## config.mk

```make
export PLATFORM = sky130hd
export DESIGN_NAME = sfd_decoder
export DESIGN_NICKNAME = d
export VERILOG_FILES = /design/src/verilog/sfd_pkg.sv /design/src/verilog/sfd_sync.sv /design/src/verilog/sfd_frame.sv /design/src/verilog/sfd_decoder.sv
export SDC_FILE = /design/constraint.sdc
export NUM_CORES = 1
export LEC_CHECK = 0
export ABC_CLOCK_PERIOD_IN_PS = 2000
export BUFFER_PORTS_ARGS = -buffer_cell sky130_fd_sc_hd__buf_2
export CORE_MARGIN = 2
export CORE_UTILIZATION = 57
export CTS_CLUSTER_DIAMETER = 100
export DETAILED_ROUTE_END_ITERATION = 7
export PLACE_DENSITY = 0.77
export SETUP_SLACK_MARGIN = 0.15
export SLEW_MARGIN = 40
export SYNTH_ARGS = -nofsm -noshare
export SYNTH_HDL_FRONTEND = slang
export SYNTH_HIERARCHICAL = 1
export SYNTH_SLANG_ARGS = --single-unit
export TNS_END_PERCENT = 20
```

## constraint.sdc

```tcl
create_clock -name CLOCK_I -period 2 [get_ports CLOCK_I]
set_input_delay 0.2 -clock CLOCK_I [delete_from_list [all_inputs] [get_ports CLOCK_I]]
set_output_delay 0.2 -clock CLOCK_I [all_outputs]
set_load 0.005 [all_outputs]
```

## src/verilog/sfd_pkg.sv

```systemverilog
// Purpose: Shared constants of the special-function decoder.
// Assumes: 24-bit serial words, MSB first.
// Notes: Codes and readback patterns follow the command table.
package sfd_pkg;
  // ****************************************
  // Word layout
  // ****************************************
  localparam int WORD_BITS = 24;
  localparam int CLASS_HI_POS = 23;
  localparam int CLASS_LO_POS = 22;
  localparam int CODE_MSB = 21;
  localparam int CODE_LSB = 16;
  localparam int ARG_BITS = 16;
  localparam int BIT_CNT_W = 6;
  localparam logic [5:0] FRAME_BITS = 6'h18;
  // ****************************************
  // Special-function codes
  // ****************************************
  localparam logic [5:0] SF_NOP = 6'h00;
  localparam logic [5:0] SF_CONTROL = 6'h01;
  localparam logic [5:0] SF_OFFSET_FIRST = 6'h02;
  localparam logic [5:0] SF_OFFSET_SECOND = 6'h03;
  localparam logic [5:0] SF_READ_SELECT = 6'h05;
  localparam logic [5:0] SF_BANK_LOW = 6'h06;
  localparam logic [5:0] SF_BANK_HIGH = 6'h07;
  localparam logic [5:0] SF_MONITOR = 6'h0C;
  localparam logic [5:0] SF_GPIO = 6'h0D;
  // ****************************************
  // Readback selectors, argument bits 15..7
  // ****************************************
  localparam logic [8:0] RB_CONTROL = 9'h101;
  localparam logic [8:0] RB_OFFSET_FIRST = 9'h102;
  localparam logic [8:0] RB_OFFSET_SECOND = 9'h103;
  localparam logic [8:0] RB_BANK_LOW = 9'h106;
  localparam logic [8:0] RB_BANK_HIGH = 9'h107;
  localparam logic [8:0] RB_GPIO = 9'h10B;
  // ****************************************
  // Control register field positions
  // ****************************************
  localparam int CTL_POWER_DOWN = 0;
  localparam int CTL_THERM_EN = 1;
  localparam int CTL_BANK_B = 2;
  localparam int CTL_PKT_ERR = 3;
  localparam int CTL_OVERTEMP = 4;
  // Monitor and pin argument fields
  localparam int MON_EN_POS = 5;
  localparam int MON_EXT_POS = 4;
  localparam int GPIO_DIR_POS = 1;
  localparam int GPIO_VAL_POS = 0;
  localparam int OFFSET_BITS = 14;
  localparam int BANK_BITS = 8;
  // ****************************************
  // Reset values
  // ****************************************
  localparam logic [2:0] CTL_RESET = 3'h0;
  localparam logic [13:0] OFFSET_RESET = 14'h0000;
  localparam logic [7:0] BANK_RESET = 8'h00;
  localparam logic [5:0] MON_RESET = 6'h00;
  localparam logic [1:0] GPIO_RESET = 2'h0;
endpackage

```

## src/verilog/sfd_sync.sv

```systemverilog
// Purpose: Two-flop synchroniser for a group of pin levels.
// Assumes: Inputs are asynchronous to CLOCK_I.
// Notes: First stage feeds only the second stage.
`timescale 1ns/1ps
`default_nettype none
module sfd_sync #(
  parameter int WIDTH = 1,
  parameter logic [WIDTH-1:0] RESET_VAL = '0
) (
  // Clock and reset
  input wire logic clk_i,
  input wire logic rst_n_i,
  // Levels
  input wire logic [WIDTH-1:0] async_i,
  output logic [WIDTH-1:0] sync_o
);
  logic [WIDTH-1:0] meta_ff;
  logic [WIDTH-1:0] hold_ff;

  // Two stages; reset to the pins' idle levels avoids false edges
  always_ff @(posedge clk_i) begin
    if (!rst_n_i) begin
      meta_ff <= RESET_VAL;
      hold_ff <= RESET_VAL;
    end else begin
      meta_ff <= async_i;
      hold_ff <= meta_ff;
    end
  end

  assign sync_o = hold_ff;
endmodule // sfd_sync
`default_nettype wire

```

## src/verilog/sfd_frame.sv

```systemverilog
// Purpose: Serial frame shifter on synchronised link levels.
// Assumes: Link clock well below a quarter of CLOCK_I.
// Notes: Data in on rising link edges, out on falling edges.
`timescale 1ns/1ps
`default_nettype none
module sfd_frame
  import sfd_pkg::*;
(
  // Clock and reset
  input wire logic clk_i,
  input wire logic rst_n_i,
  // Synchronised link levels
  input wire logic sclk_i,
  input wire logic frame_n_i,
  input wire logic sdi_i,
  // Word out and reply in
  output logic word_stb_o,
  output logic [WORD_BITS-1:0] word_o,
  output logic frame_end_o,
  input wire logic [WORD_BITS-1:0] reply_i,
  output logic sdo_o
);
  logic sclk_d_ff;
  logic frame_d_ff;
  logic [WORD_BITS-1:0] rx_ff;
  logic [WORD_BITS-1:0] tx_ff;
  logic [BIT_CNT_W-1:0] cnt_ff;
  logic rise;
  logic fall;
  logic start;
  logic stop;

  // Edge detect on the second-stage levels only
  assign rise = sclk_i & ~sclk_d_ff;
  assign fall = ~sclk_i & sclk_d_ff;
  assign start = frame_d_ff & ~frame_n_i;
  assign stop = ~frame_d_ff & frame_n_i;

  // Previous levels
  always_ff @(posedge clk_i) begin
    if (!rst_n_i) begin
      sclk_d_ff <= 1'b0;
      frame_d_ff <= 1'b1;
    end else begin
      sclk_d_ff <= sclk_i;
      frame_d_ff <= frame_n_i;
    end
  end

  // Receive shift and bit count; count saturates
  always_ff @(posedge clk_i) begin
    if (!rst_n_i) begin
      rx_ff <= '0;
      cnt_ff <= '0;
    end else if (start) begin
      cnt_ff <= '0;
    end else if (!frame_n_i && rise) begin
      rx_ff <= {rx_ff[WORD_BITS-2:0], sdi_i};
      if (cnt_ff != 6'h3F) begin
        cnt_ff <= cnt_ff + 6'h01;
      end
    end
  end

  // Transmit shift: reply loaded at frame start
  always_ff @(posedge clk_i) begin
    if (!rst_n_i) begin
      tx_ff <= '0;
    end else if (start) begin
      tx_ff <= reply_i;
    end else if (!frame_n_i && fall) begin
      tx_ff <= {tx_ff[WORD_BITS-2:0], 1'b0};
    end
  end

  // Word strobe only for exact 24-bit frames
  always_ff @(posedge clk_i) begin
    if (!rst_n_i) begin
      word_stb_o <= 1'b0;
      word_o <= '0;
      frame_end_o <= 1'b0;
    end else begin
      word_stb_o <= stop && (cnt_ff == FRAME_BITS);
      frame_end_o <= stop;
      if (stop) begin
        word_o <= rx_ff;
      end
    end
  end

  assign sdo_o = tx_ff[WORD_BITS-1];
endmodule // sfd_frame
`default_nettype wire

```

## src/verilog/sfd_decoder.sv

```systemverilog
// Purpose: Special-function command decoder of a 16-channel DAC.
// Assumes: Link pins sampled by CLOCK_I at 200 MHz.
// Notes: Channel registers live outside; reached by strobes.
// How it works
// - Class bits both zero: bits 21..16 are code, rest the argument.
// - Control write bit 0 sets soft power-down, zero powers up.
// - Control write bit 1 stores the thermal shutdown enable.
// - Control write bit 2 sends input writes to bank B, else A.
// - Control bit 4 shows overtemperature, bit 3 packet check error.
// - Reading control clears packet error and raises the error pin.
// - Codes 2 and 3 load argument bits 13..0 into offset registers.
// - Offset value is right justified; argument bits 15,14 ignored.
// - Narrow variant ignores the two lowest channel data bits.
// - Code 6 loads argument bits 7..0 into low bank select.
// - Code 7 loads argument bits 7..0 into high bank select.
// - Monitor: bit 5 enables, bit 4 routes external input by I0.
// - Monitor with bit 4 clear routes channel in bits 3..0.
// - Pin command with bit 1 set drives pin with bit 0.
// - Pin command with bit 1 clear makes it input, readable later.
// - Code 5 selects readback by argument bits 15..7 patterns.
// - Top three bits 0..3 read A, B, offset-code, gain registers.
// - After select, drive output and shift data out next frame.
`timescale 1ns/1ps
`default_nettype none
module sfd_decoder
  import sfd_pkg::*;
#(
  parameter int DATA_BITS = 16
) (
  // Clock and reset
  input wire logic CLOCK_I,
  input wire logic RESET_N_I,
  // Serial link pins
  input wire logic SCLK_I,
  input wire logic FRAME_N_I,
  input wire logic SDI_I,
  output logic SDO_O,
  output logic SDO_OE_N_O,
  // Status inputs and packet error event
  input wire logic OVERTEMP_I,
  input wire logic PKT_ERR_SET_I,
  output logic PACKET_CHECK_ERROR_OUT_N_O,
  // Control outputs
  output logic SOFT_POWER_DOWN_O,
  output logic THERM_SHDN_EN_O,
  output logic INPUT_BANK_B_O,
  output logic [13:0] OFFSET_DAC_FIRST_CODE_O,
  output logic [13:0] OFFSET_DAC_SECOND_CODE_O,
  output logic [15:0] BANK_SELECT_O,
  // Monitor multiplexer
  output logic MONITOR_EN_O,
  output logic MONITOR_EXT_O,
  output logic MONITOR_EXT_INPUT_SECOND_O,
  output logic [3:0] MONITOR_CHANNEL_O,
  // General-purpose pin
  input wire logic GPIO_I,
  output logic GPIO_O,
  output logic GPIO_OE_N_O,
  // Channel register write strobe
  output logic CHAN_WR_STB_O,
  output logic [1:0] CHAN_WR_CLASS_O,
  output logic [5:0] CHAN_WR_ADDR_O,
  output logic [15:0] CHAN_WR_DATA_O,
  output logic CHAN_WR_BANK_B_O,
  // Channel register readback
  output logic CHAN_RD_STB_O,
  output logic [1:0] CHAN_RD_SEL_O,
  output logic [5:0] CHAN_RD_ADDR_O,
  input wire logic [15:0] CHAN_RD_DATA_I
);
  // ****************************************
  // Declarations
  // ****************************************
  logic [4:0] pin_sync;
  logic sclk_s;
  logic frame_n_s;
  logic sdi_s;
  logic overtemp_s;
  logic gpio_in_s;
  logic word_stb;
  logic [WORD_BITS-1:0] word;
  logic frame_end;
  logic [WORD_BITS-1:0] reply;
  logic sdo_bit;
  logic is_special;
  logic [5:0] code;
  logic [15:0] arg;
  logic cmd_control;
  logic cmd_read;
  logic [2:0] ctl_ff;
  logic pkt_err_ff;
  logic [13:0] ofs_first_ff;
  logic [13:0] ofs_second_ff;
  logic [7:0] bank_low_ff;
  logic [7:0] bank_high_ff;
  logic [5:0] mon_ff;
  logic [1:0] gpio_ff;
  logic [15:0] rb_data_ff;
  logic [15:0] nxt_rb_data;
  logic rb_chan_ff;
  logic rb_ctl_ff;
  logic drive_ff;
  logic chan_wr_stb_ff;
  logic [1:0] chan_wr_class_ff;
  logic [5:0] chan_wr_addr_ff;
  logic [15:0] chan_wr_data_ff;
  logic chan_wr_bank_ff;
  logic chan_rd_stb_ff;
  logic [1:0] chan_rd_sel_ff;
  logic [5:0] chan_rd_addr_ff;

  // Mask low channel data bits on the narrow variant
  function automatic logic [15:0] chan_data(input logic [15:0] d);
    if (DATA_BITS == 14) begin
      chan_data = {d[15:2], 2'b00};
    end else begin
      chan_data = d;
    end
  endfunction

  // ****************************************
  // Pin synchronisers and frame shifter
  // ****************************************
  sfd_sync #(
    .WIDTH(5),
    .RESET_VAL(5'h08)
  ) u_sync (
    .clk_i(CLOCK_I),
    .rst_n_i(RESET_N_I),
    .async_i({SCLK_I, FRAME_N_I, SDI_I, OVERTEMP_I, GPIO_I}),
    .sync_o(pin_sync)
  );

  // Frame select resets high like its idle pin: no edge after reset
  assign sclk_s = pin_sync[4];
  assign frame_n_s = pin_sync[3];
  assign sdi_s = pin_sync[2];
  assign overtemp_s = pin_sync[1];
  assign gpio_in_s = pin_sync[0];

  sfd_frame u_frame (
    .clk_i(CLOCK_I),
    .rst_n_i(RESET_N_I),
    .sclk_i(sclk_s),
    .frame_n_i(frame_n_s),
    .sdi_i(sdi_s),
    .word_stb_o(word_stb),
    .word_o(word),
    .frame_end_o(frame_end),
    .reply_i(reply),
    .sdo_o(sdo_bit)
  );

  // ****************************************
  // Word split
  // ****************************************
  // Class bits both zero mark a special function
  assign is_special = ~word[CLASS_HI_POS] & ~word[CLASS_LO_POS];
  assign code = word[CODE_MSB:CODE_LSB];
  assign arg = word[ARG_BITS-1:0];
  assign cmd_control = word_stb && is_special && (code == SF_CONTROL);
  assign cmd_read = word_stb && is_special && (code == SF_READ_SELECT);

  // ****************************************
  // Control register
  // ****************************************
  // Writable bits; NOP and unknown codes fall through untouched
  always_ff @(posedge CLOCK_I) begin
    if (!RESET_N_I) begin
      ctl_ff <= CTL_RESET;
    end else if (cmd_control) begin
      ctl_ff[CTL_POWER_DOWN] <= arg[CTL_POWER_DOWN];
      ctl_ff[CTL_THERM_EN] <= arg[CTL_THERM_EN];
      ctl_ff[CTL_BANK_B] <= arg[CTL_BANK_B];
    end
  end

  // Packet error: set wins over the read-clear
  always_ff @(posedge CLOCK_I) begin
    if (!RESET_N_I) begin
      pkt_err_ff <= 1'b0;
    end else if (PKT_ERR_SET_I) begin
      pkt_err_ff <= 1'b1;
    end else if (frame_end && rb_ctl_ff && drive_ff) begin
      pkt_err_ff <= 1'b0;
    end
  end

  // ****************************************
  // Offset, bank select, monitor and pin
  // ****************************************
  // Offset codes right justified, top two bits dropped
  always_ff @(posedge CLOCK_I) begin
    if (!RESET_N_I) begin
      ofs_first_ff <= OFFSET_RESET;
      ofs_second_ff <= OFFSET_RESET;
    end else if (word_stb && is_special) begin
      if (code == SF_OFFSET_FIRST) begin
        ofs_first_ff <= arg[OFFSET_BITS-1:0];
      end
      if (code == SF_OFFSET_SECOND) begin
        ofs_second_ff <= arg[OFFSET_BITS-1:0];
      end
    end
  end

  // Bank select halves, upper argument bits ignored
  always_ff @(posedge CLOCK_I) begin
    if (!RESET_N_I) begin
      bank_low_ff <= BANK_RESET;
      bank_high_ff <= BANK_RESET;
    end else if (word_stb && is_special) begin
      if (code == SF_BANK_LOW) begin
        bank_low_ff <= arg[BANK_BITS-1:0];
      end
      if (code == SF_BANK_HIGH) begin
        bank_high_ff <= arg[BANK_BITS-1:0];
      end
    end
  end

  // Monitor setup keeps the six low argument bits
  always_ff @(posedge CLOCK_I) begin
    if (!RESET_N_I) begin
      mon_ff <= MON_RESET;
    end else if (word_stb && is_special && (code == SF_MONITOR)) begin
      mon_ff <= arg[5:0];
    end
  end

  // Pin direction and drive value
  always_ff @(posedge CLOCK_I) begin
    if (!RESET_N_I) begin
      gpio_ff <= GPIO_RESET;
    end else if (word_stb && is_special && (code == SF_GPIO)) begin
      gpio_ff <= arg[1:0];
    end
  end

  // ****************************************
  // Channel register strobes
  // ****************************************
  // Non-special words pass on as channel writes
  always_ff @(posedge CLOCK_I) begin
    if (!RESET_N_I) begin
      chan_wr_stb_ff <= 1'b0;
      chan_wr_class_ff <= 2'h0;
      chan_wr_addr_ff <= 6'h00;
      chan_wr_data_ff <= 16'h0000;
      chan_wr_bank_ff <= 1'b0;
    end else begin
      chan_wr_stb_ff <= word_stb && !is_special;
      if (word_stb && !is_special) begin
        chan_wr_class_ff <= word[CLASS_HI_POS:CLASS_LO_POS];
        chan_wr_addr_ff <= code;
        chan_wr_data_ff <= chan_data(arg);
        chan_wr_bank_ff <= ctl_ff[CTL_BANK_B];
      end
    end
  end

  // Channel readback request; host keeps bits 6..0 as it likes
  always_ff @(posedge CLOCK_I) begin
    if (!RESET_N_I) begin
      chan_rd_stb_ff <= 1'b0;
      chan_rd_sel_ff <= 2'h0;
      chan_rd_addr_ff <= 6'h00;
    end else begin
      chan_rd_stb_ff <= cmd_read && !arg[15];
      if (cmd_read && !arg[15]) begin
        chan_rd_sel_ff <= arg[14:13];
        chan_rd_addr_ff <= arg[12:7];
      end
    end
  end

  // ****************************************
  // Readback selection
  // ****************************************
  // Fixed registers picked by bits 15..7; others read zero
  always_comb begin
    nxt_rb_data = 16'h0000;
    case (arg[15:7])
      RB_CONTROL: begin
        nxt_rb_data = {11'h000, overtemp_s, pkt_err_ff, ctl_ff};
      end
      RB_OFFSET_FIRST: begin
        nxt_rb_data = {2'b00, ofs_first_ff};
      end
      RB_OFFSET_SECOND: begin
        nxt_rb_data = {2'b00, ofs_second_ff};
      end
      RB_BANK_LOW: begin
        nxt_rb_data = {8'h00, bank_low_ff};
      end
      RB_BANK_HIGH: begin
        nxt_rb_data = {8'h00, bank_high_ff};
      end
      RB_GPIO: begin
        nxt_rb_data = {15'h0000, gpio_in_s};
      end
      default: begin
        nxt_rb_data = 16'h0000;
      end
    endcase
  end

  // Latch selected data; channel data arrives one cycle later
  always_ff @(posedge CLOCK_I) begin
    if (!RESET_N_I) begin
      rb_data_ff <= 16'h0000;
      rb_chan_ff <= 1'b0;
      rb_ctl_ff <= 1'b0;
    end else if (cmd_read) begin
      rb_data_ff <= nxt_rb_data;
      rb_chan_ff <= !arg[15];
      rb_ctl_ff <= (arg[15:7] == RB_CONTROL);
    end else if (chan_rd_stb_ff) begin
      rb_data_ff <= chan_data(CHAN_RD_DATA_I);
    end
  end

  // Output driven from select until the next frame ends
  always_ff @(posedge CLOCK_I) begin
    if (!RESET_N_I) begin
      drive_ff <= 1'b0;
    end else if (cmd_read) begin
      drive_ff <= 1'b1;
    end else if (frame_end) begin
      drive_ff <= 1'b0;
    end
  end

  // Reply word: data in the low sixteen bits
  assign reply = {8'h00, rb_data_ff};
  // Shift value only matters while driven
  assign SDO_O = sdo_bit & drive_ff;
  assign SDO_OE_N_O = ~drive_ff;

  // ****************************************
  // Outputs
  // ****************************************
  assign SOFT_POWER_DOWN_O = ctl_ff[CTL_POWER_DOWN];
  assign THERM_SHDN_EN_O = ctl_ff[CTL_THERM_EN];
  assign INPUT_BANK_B_O = ctl_ff[CTL_BANK_B];
  assign PACKET_CHECK_ERROR_OUT_N_O = ~pkt_err_ff;
  assign OFFSET_DAC_FIRST_CODE_O = ofs_first_ff;
  assign OFFSET_DAC_SECOND_CODE_O = ofs_second_ff;
  // Bit 0 of the low half is output 0
  assign BANK_SELECT_O = {bank_high_ff, bank_low_ff};
  assign MONITOR_EN_O = mon_ff[MON_EN_POS];
  assign MONITOR_EXT_O = mon_ff[MON_EXT_POS];
  assign MONITOR_EXT_INPUT_SECOND_O = mon_ff[0];
  assign MONITOR_CHANNEL_O = mon_ff[3:0];
  assign GPIO_O = gpio_ff[GPIO_VAL_POS];
  assign GPIO_OE_N_O = ~gpio_ff[GPIO_DIR_POS];
  assign CHAN_WR_STB_O = chan_wr_stb_ff;
  assign CHAN_WR_CLASS_O = chan_wr_class_ff;
  assign CHAN_WR_ADDR_O = chan_wr_addr_ff;
  assign CHAN_WR_DATA_O = chan_wr_data_ff;
  assign CHAN_WR_BANK_B_O = chan_wr_bank_ff;
  assign CHAN_RD_STB_O = chan_rd_stb_ff;
  assign CHAN_RD_SEL_O = chan_rd_sel_ff;
  assign CHAN_RD_ADDR_O = chan_rd_addr_ff;
  // No-op and unknown codes reach no register above
endmodule // sfd_decoder
`default_nettype wire

```

* After elaboration in Yosys (flattened, before gate mapping)
Index checks and enable logic that the tools add are counted.
** Word-level totals
- Output and inout port bits :: 94
- Input port bits :: 24
- Register bits :: 201
** Operators by class
- Mux-type cells :: 9
- Equality and inequality tests :: 16
- Reductions and logical operators :: 26
- Bitwise gates (word level) :: 17
- $add $sub $neg :: 1
** Operators by type and width (count)
- $pmux 14 s6 :: 1
- $mux 16 :: 4
- $eq 9x9->1 const B :: 6
- $eq 6x3->1 const B :: 3
- $eq 6x2->1 const B :: 2
- $eq 6x4->1 const B :: 2
- $logic_and 1x1->1 :: 12
- $reduce_and 2->1 :: 6
- $not 1->1 :: 11
- $reduce_bool 2->1 :: 4
- $add 6x1->6 const B :: 1
- $and 1x1->1 :: 6
- $eq 6x1->1 const B :: 1
- $eq 6x5->1 const B :: 1
- $ne 6x6->1 const B :: 1
- $mux 1 :: 4
- $logic_not 1->1 :: 3
- $reduce_or 2->1 :: 1

* Longest topological paths before layout
- Depth after elaboration :: 5
- Depth in mapped cells :: 7
- Mapped depth without buffers :: 5

* By module
The synthesis kept the hierarchy.
** Modules (own cells, without submodules)
- sfd_decoder :: area an instance 4879.7 µm², cells an instance 499, times used 1
- sfd_frame :: area an instance 3306.9 µm², cells an instance 363, times used 1
- sfd_sync :: area an instance 262.8 µm², cells an instance 20, times used 1

* Least setup slack after synthesis
Ideal clock, no wire load.
- Kind :: register -> register
- Start point :: reg u_frame.word_o[21]
- End point :: reg ofs_first_ff[3] (netlist: OFFSET_DAC_FIRST_CODE_O[3])
- Slack :: 0.215 ns
- Data required time :: 1.884 ns
- Clock period less this slack :: 1.785 ns
- Library setup time :: 0.116 ns
- Path buffers :: 1
- Stages on the path, launching flop included :: 6
- Arrival :: 1.669 ns
- Cell sequence :: dfxtp_1 or4b_4 nor3b_4 buf_8 mux2i_1 nor2b_1
** Between the ends
- Cells in the longest elaborated chain, start to end :: 2
** RTL lines
- start, declared :: RTL line sfd_frame.sv:18 : output logic [WORD_BITS-1:0] word_o,
- start signal, assigned :: RTL line sfd_frame.sv:86 : word_o <= rx_ff;
- $eq 6x2->1 :: RTL line sfd_decoder.sv:198 : if (code == SF_OFFSET_FIRST) begin
- $reduce_and 2->1 (no line)
- end signal, assigned :: RTL line sfd_decoder.sv:199 : ofs_first_ff <= arg[OFFSET_BITS-1:0];
- end, declared :: RTL line sfd_decoder.sv:92 : logic [13:0] ofs_first_ff;
No other way between the ends.
A chain may end at the register's enable or synchronous reset.

* Final worst setup path
- Start point :: reg u_frame.word_o[21]
- End point :: reg ofs_first_ff[8] (netlist: OFFSET_DAC_FIRST_CODE_O[8])
The elaborated chain is that of the path after synthesis.

==> reports/results.txt <==
distinct cell type count of the synthesized netlist - 53
CTS clock-pin slew for the worst setup and hold paths - 0.06 ns
Highest Clock Rate - 553 MHz
RePlAce Congestion - 0.852
GRT Overall Usage - 24.8%
Max VDD drop - 0.667 mV
# fillers - 1145
Crit Path Class - reg -> reg
EDFF count, synth - 0
R2R cell count - 5
vias per cell - 5.49
R2R setup slack - 0.19 ns
cell area after synthesis - 8450 um^2
status - finished, final reports clean
Die W - 126 um
drt first pass iters - 5
Core Rows - 44
core area - 14500 um^2
die area - 15800 um^2
Hold Crit Class - in -> reg
most frequent cells in the layout - dfxtp_1 (199), nand2_1 (188), buf_2 (116)
CP max FO - 14
met2 Resource Use GR - 40.6%
drt wl/cell - 16.7 um
FF-to-FF Start - u_frame/word_o[21]
PwrDens - 790 nW/um^2
clk_lat worst skew - 0.49 ns
CTS tree - built
initial antenna violation count - 0
via count - 6683
synth warn - 6
final hold vios - 0
share of cells above drive strength 1 - 20.9%
Max-Cap Viols - 0
setup violators final - 0
post-route ant nets - 0
setup ws final - 0.191 ns
met3 usage - 4.25%
commonest non-fill, non-tap cell in the layout - dfxtp_1
largest net degree at the start of global routing - 134
post-detail-place hpwl - 13.5 mm
Min Clock Period, post-route - 1.81 ns
FF+latch area - 4030 um^2
Hold Path Stages - 4
drt first-iter violations - 445
RSZ-0062 raised after global routing - true
crit end category - flop
port bufs - 117
Nets - 1045
H-tree Lvls - 1
final WL - 20.3 mm
Hold Path Sink - rb_data_ff[13]
Setup WS pre-CTS - 0.0799 ns
Req. time, crit path - 2.38 ns
Clock Skew - 0.00656 ns
Max-slew headroom - 65.7%
grt ovf - 0
GRT busiest layer - met2
n_diodes - 0
vias in the first global route - 6417
Ports - 118
Avg Cell Area, Syn - 9.58 um^2
ys flop type - dfxtp_1
multi-input logic area - 4140 um^2
clk root buf - clkbuf_16
Sink Count - 201
WP data arrival - 2.19 ns
met1 global-route usage - 34.2%
setup TNS - 0 ns
#FFs+latches synth - 201
Lkg Pwr - 4.17 nW
Initial Util - 58.1%
growth of design area from synthesis to finish - 20.7%
Total Power - 8.05 mW
first-pass GRT wire length - 32.5 mm
Worst-Margin Slew - 0.514 ns
Pins Over Slew Limit - 0
final period utilization - 90.5%
Worst R2R End - OFFSET_DAC_FIRST_CODE_O[8]
Worst Setup Start Kind - flop
Synth Instances - 882
CTS buffer count - 22
sequential share of the synthesized area - 47.6%
die height - 126 um
Async SR Flop Fraction - 0%
CTS max path bufs - 3
Worst Hold Launch - CHAN_RD_DATA_I[13]
Residual DRC - 0
==> per-stage QoR <==
stage               hold slack, ns  instance area (um^2)  utilization [%]  cells
floorplan                    0.273                  8480                -    889
global route                0.0859                 10200             70.2   1218
CTS                         0.0567                 10200             70.0   1218
global placement             0.383                  9400             64.7   1169
detailed placement           0.385                  9400             64.7   1169
finish                      0.0661                 10200             70.2   1218
==> Yosys cell counts, types with 3 or more instances <==
cell         n  area share, %
dfxtp_1    201             48
nand2_1    188            8.4
mux2i_1    104             12
a21boi_0    62            5.5
nor2b_1     60            4.4
clkbuf_1    39            1.7
o211a_1     23            2.7
a21boi_1    21            1.9
o21ai_0     19            1.1
buf_2       16           0.95
and2_1      14            1.0
inv_1       14           0.62
a21oi_1     12           0.71
nand3b_1    10           0.89
nor2_1       7           0.31
o22a_1       7           0.73
nand2b_1     6           0.44
o221a_2      6           0.80
and3_1       5           0.37
buf_4        5           0.44
nand4b_1     5           0.52
o2111a_1     5           0.67
a2111oi_0    4           0.41
a311oi_1     4           0.41
nand3_1      4           0.24
nor4_1       4           0.30
nor3b_2      3           0.44
o21a_1       3           0.27
==> metal layers <==
| layer | part of all wire, % | vias to the layer above |
|---|---|---|
| met5 | 0 | - |
| met4 | 1.6 | 0 |
| met3 | 5.6 | 29 |
| met2 | 47 | 179 |
| met1 | 46 | 3174 |
| li1 | - | 3301 |
==> critical path: stages, from the launching register on <==
cell     delay [ns]
dfxtp_1        0.36
or4b_4         0.59
nor3b_4        0.25
buf_12         0.20
mux2i_1        0.22
nor2b_1        0.06
==> cells by family (layout without fill, tap and decap cells) <==
kind of cell / count (synthesis) / count (layout) / synth area share [%]
DFF: 201 / 201 / 47.6
xor gates and xnor gates: 1 / 1 / 0.104
and+or+nand+nor: 322 / 322 / 19.5
adders and majority gates: 2 / 2 / 0.296
other: 1 / 8 / 0.0444
AOI/OAI and AO/OA: 173 / 173 / 15.8
muxes: 105 / 105 / 12.5
buffers and inverters: 77 / 222 / 4.10
==> worst max path at each step <==
stage,depth (start not counted),startpoint,to
final,5,u_frame/word_o[21],OFFSET_DAC_FIRST_CODE_O[8]
after global routing,4,u_frame/word_o[8],rb_data_ff[4]
after CTS,4,u_frame/word_o[14],rb_data_ff[2]
after detailed placement,4,u_frame/word_o[14],rb_data_ff[2]
after global placement,4,u_frame/word_o[14],rb_data_ff[2]
after floorplan,5,u_frame/word_o[21],OFFSET_DAC_FIRST_CODE_O[3]
==> sequential cells by signal, summed over array words and instances, names as in the netlist, 2 cells and up <==
signal and flops:
CHAN_WR_CLASS_O 2, OFFSET_DAC_FIRST_CODE_O 14, OFFSET_DAC_SECOND_CODE_O 14, CHAN_WR_DATA_O 16, u_frame/cnt_ff 6, u_frame/rx_ff 24, u_frame/tx_ff 24, u_sync/sync_o 5
mon_ff 6, CHAN_RD_SEL_O 2, ctl_ff 3, bank_high_ff 8, gpio_ff 2, CHAN_RD_ADDR_O 6, u_frame/word_o 24, u_sync/meta_ff 5
bank_low_ff 8, rb_data_ff 16, CHAN_WR_ADDR_O 6
==> repair_timing <==
item | CTS | global route
hold endpoints to repair | 10 | 0
pin swaps | 0 | 0
resized for setup | 1 | 7
setup endpoints to repair | 3 | 22
buffers inserted | 0 | 0
hold buffers | 10 | 0
==> power breakdown <==
part | leakage (nW) | switching, mW | internal, mW
clock network | 0.331 | 1.53 | 2.22
registers | 1.62 | 0.0197 | 4.04
logic | 2.21 | 0.115 | 0.124
==> final cells by class <==
| type | instances | area share (%) |
|---|---|---|
| multi-input combinational | 611 | 40.6 |
| sequential | 201 | 39.5 |
| timing repair buffer | 169 | 10.6 |
| clock buffer | 35 | 6.38 |
| tap | 184 | 2.26 |
| inverter | 14 | 0.515 |
| clock inverter | 4 | 0.196 |
Power figures use the tool's default switching activity.
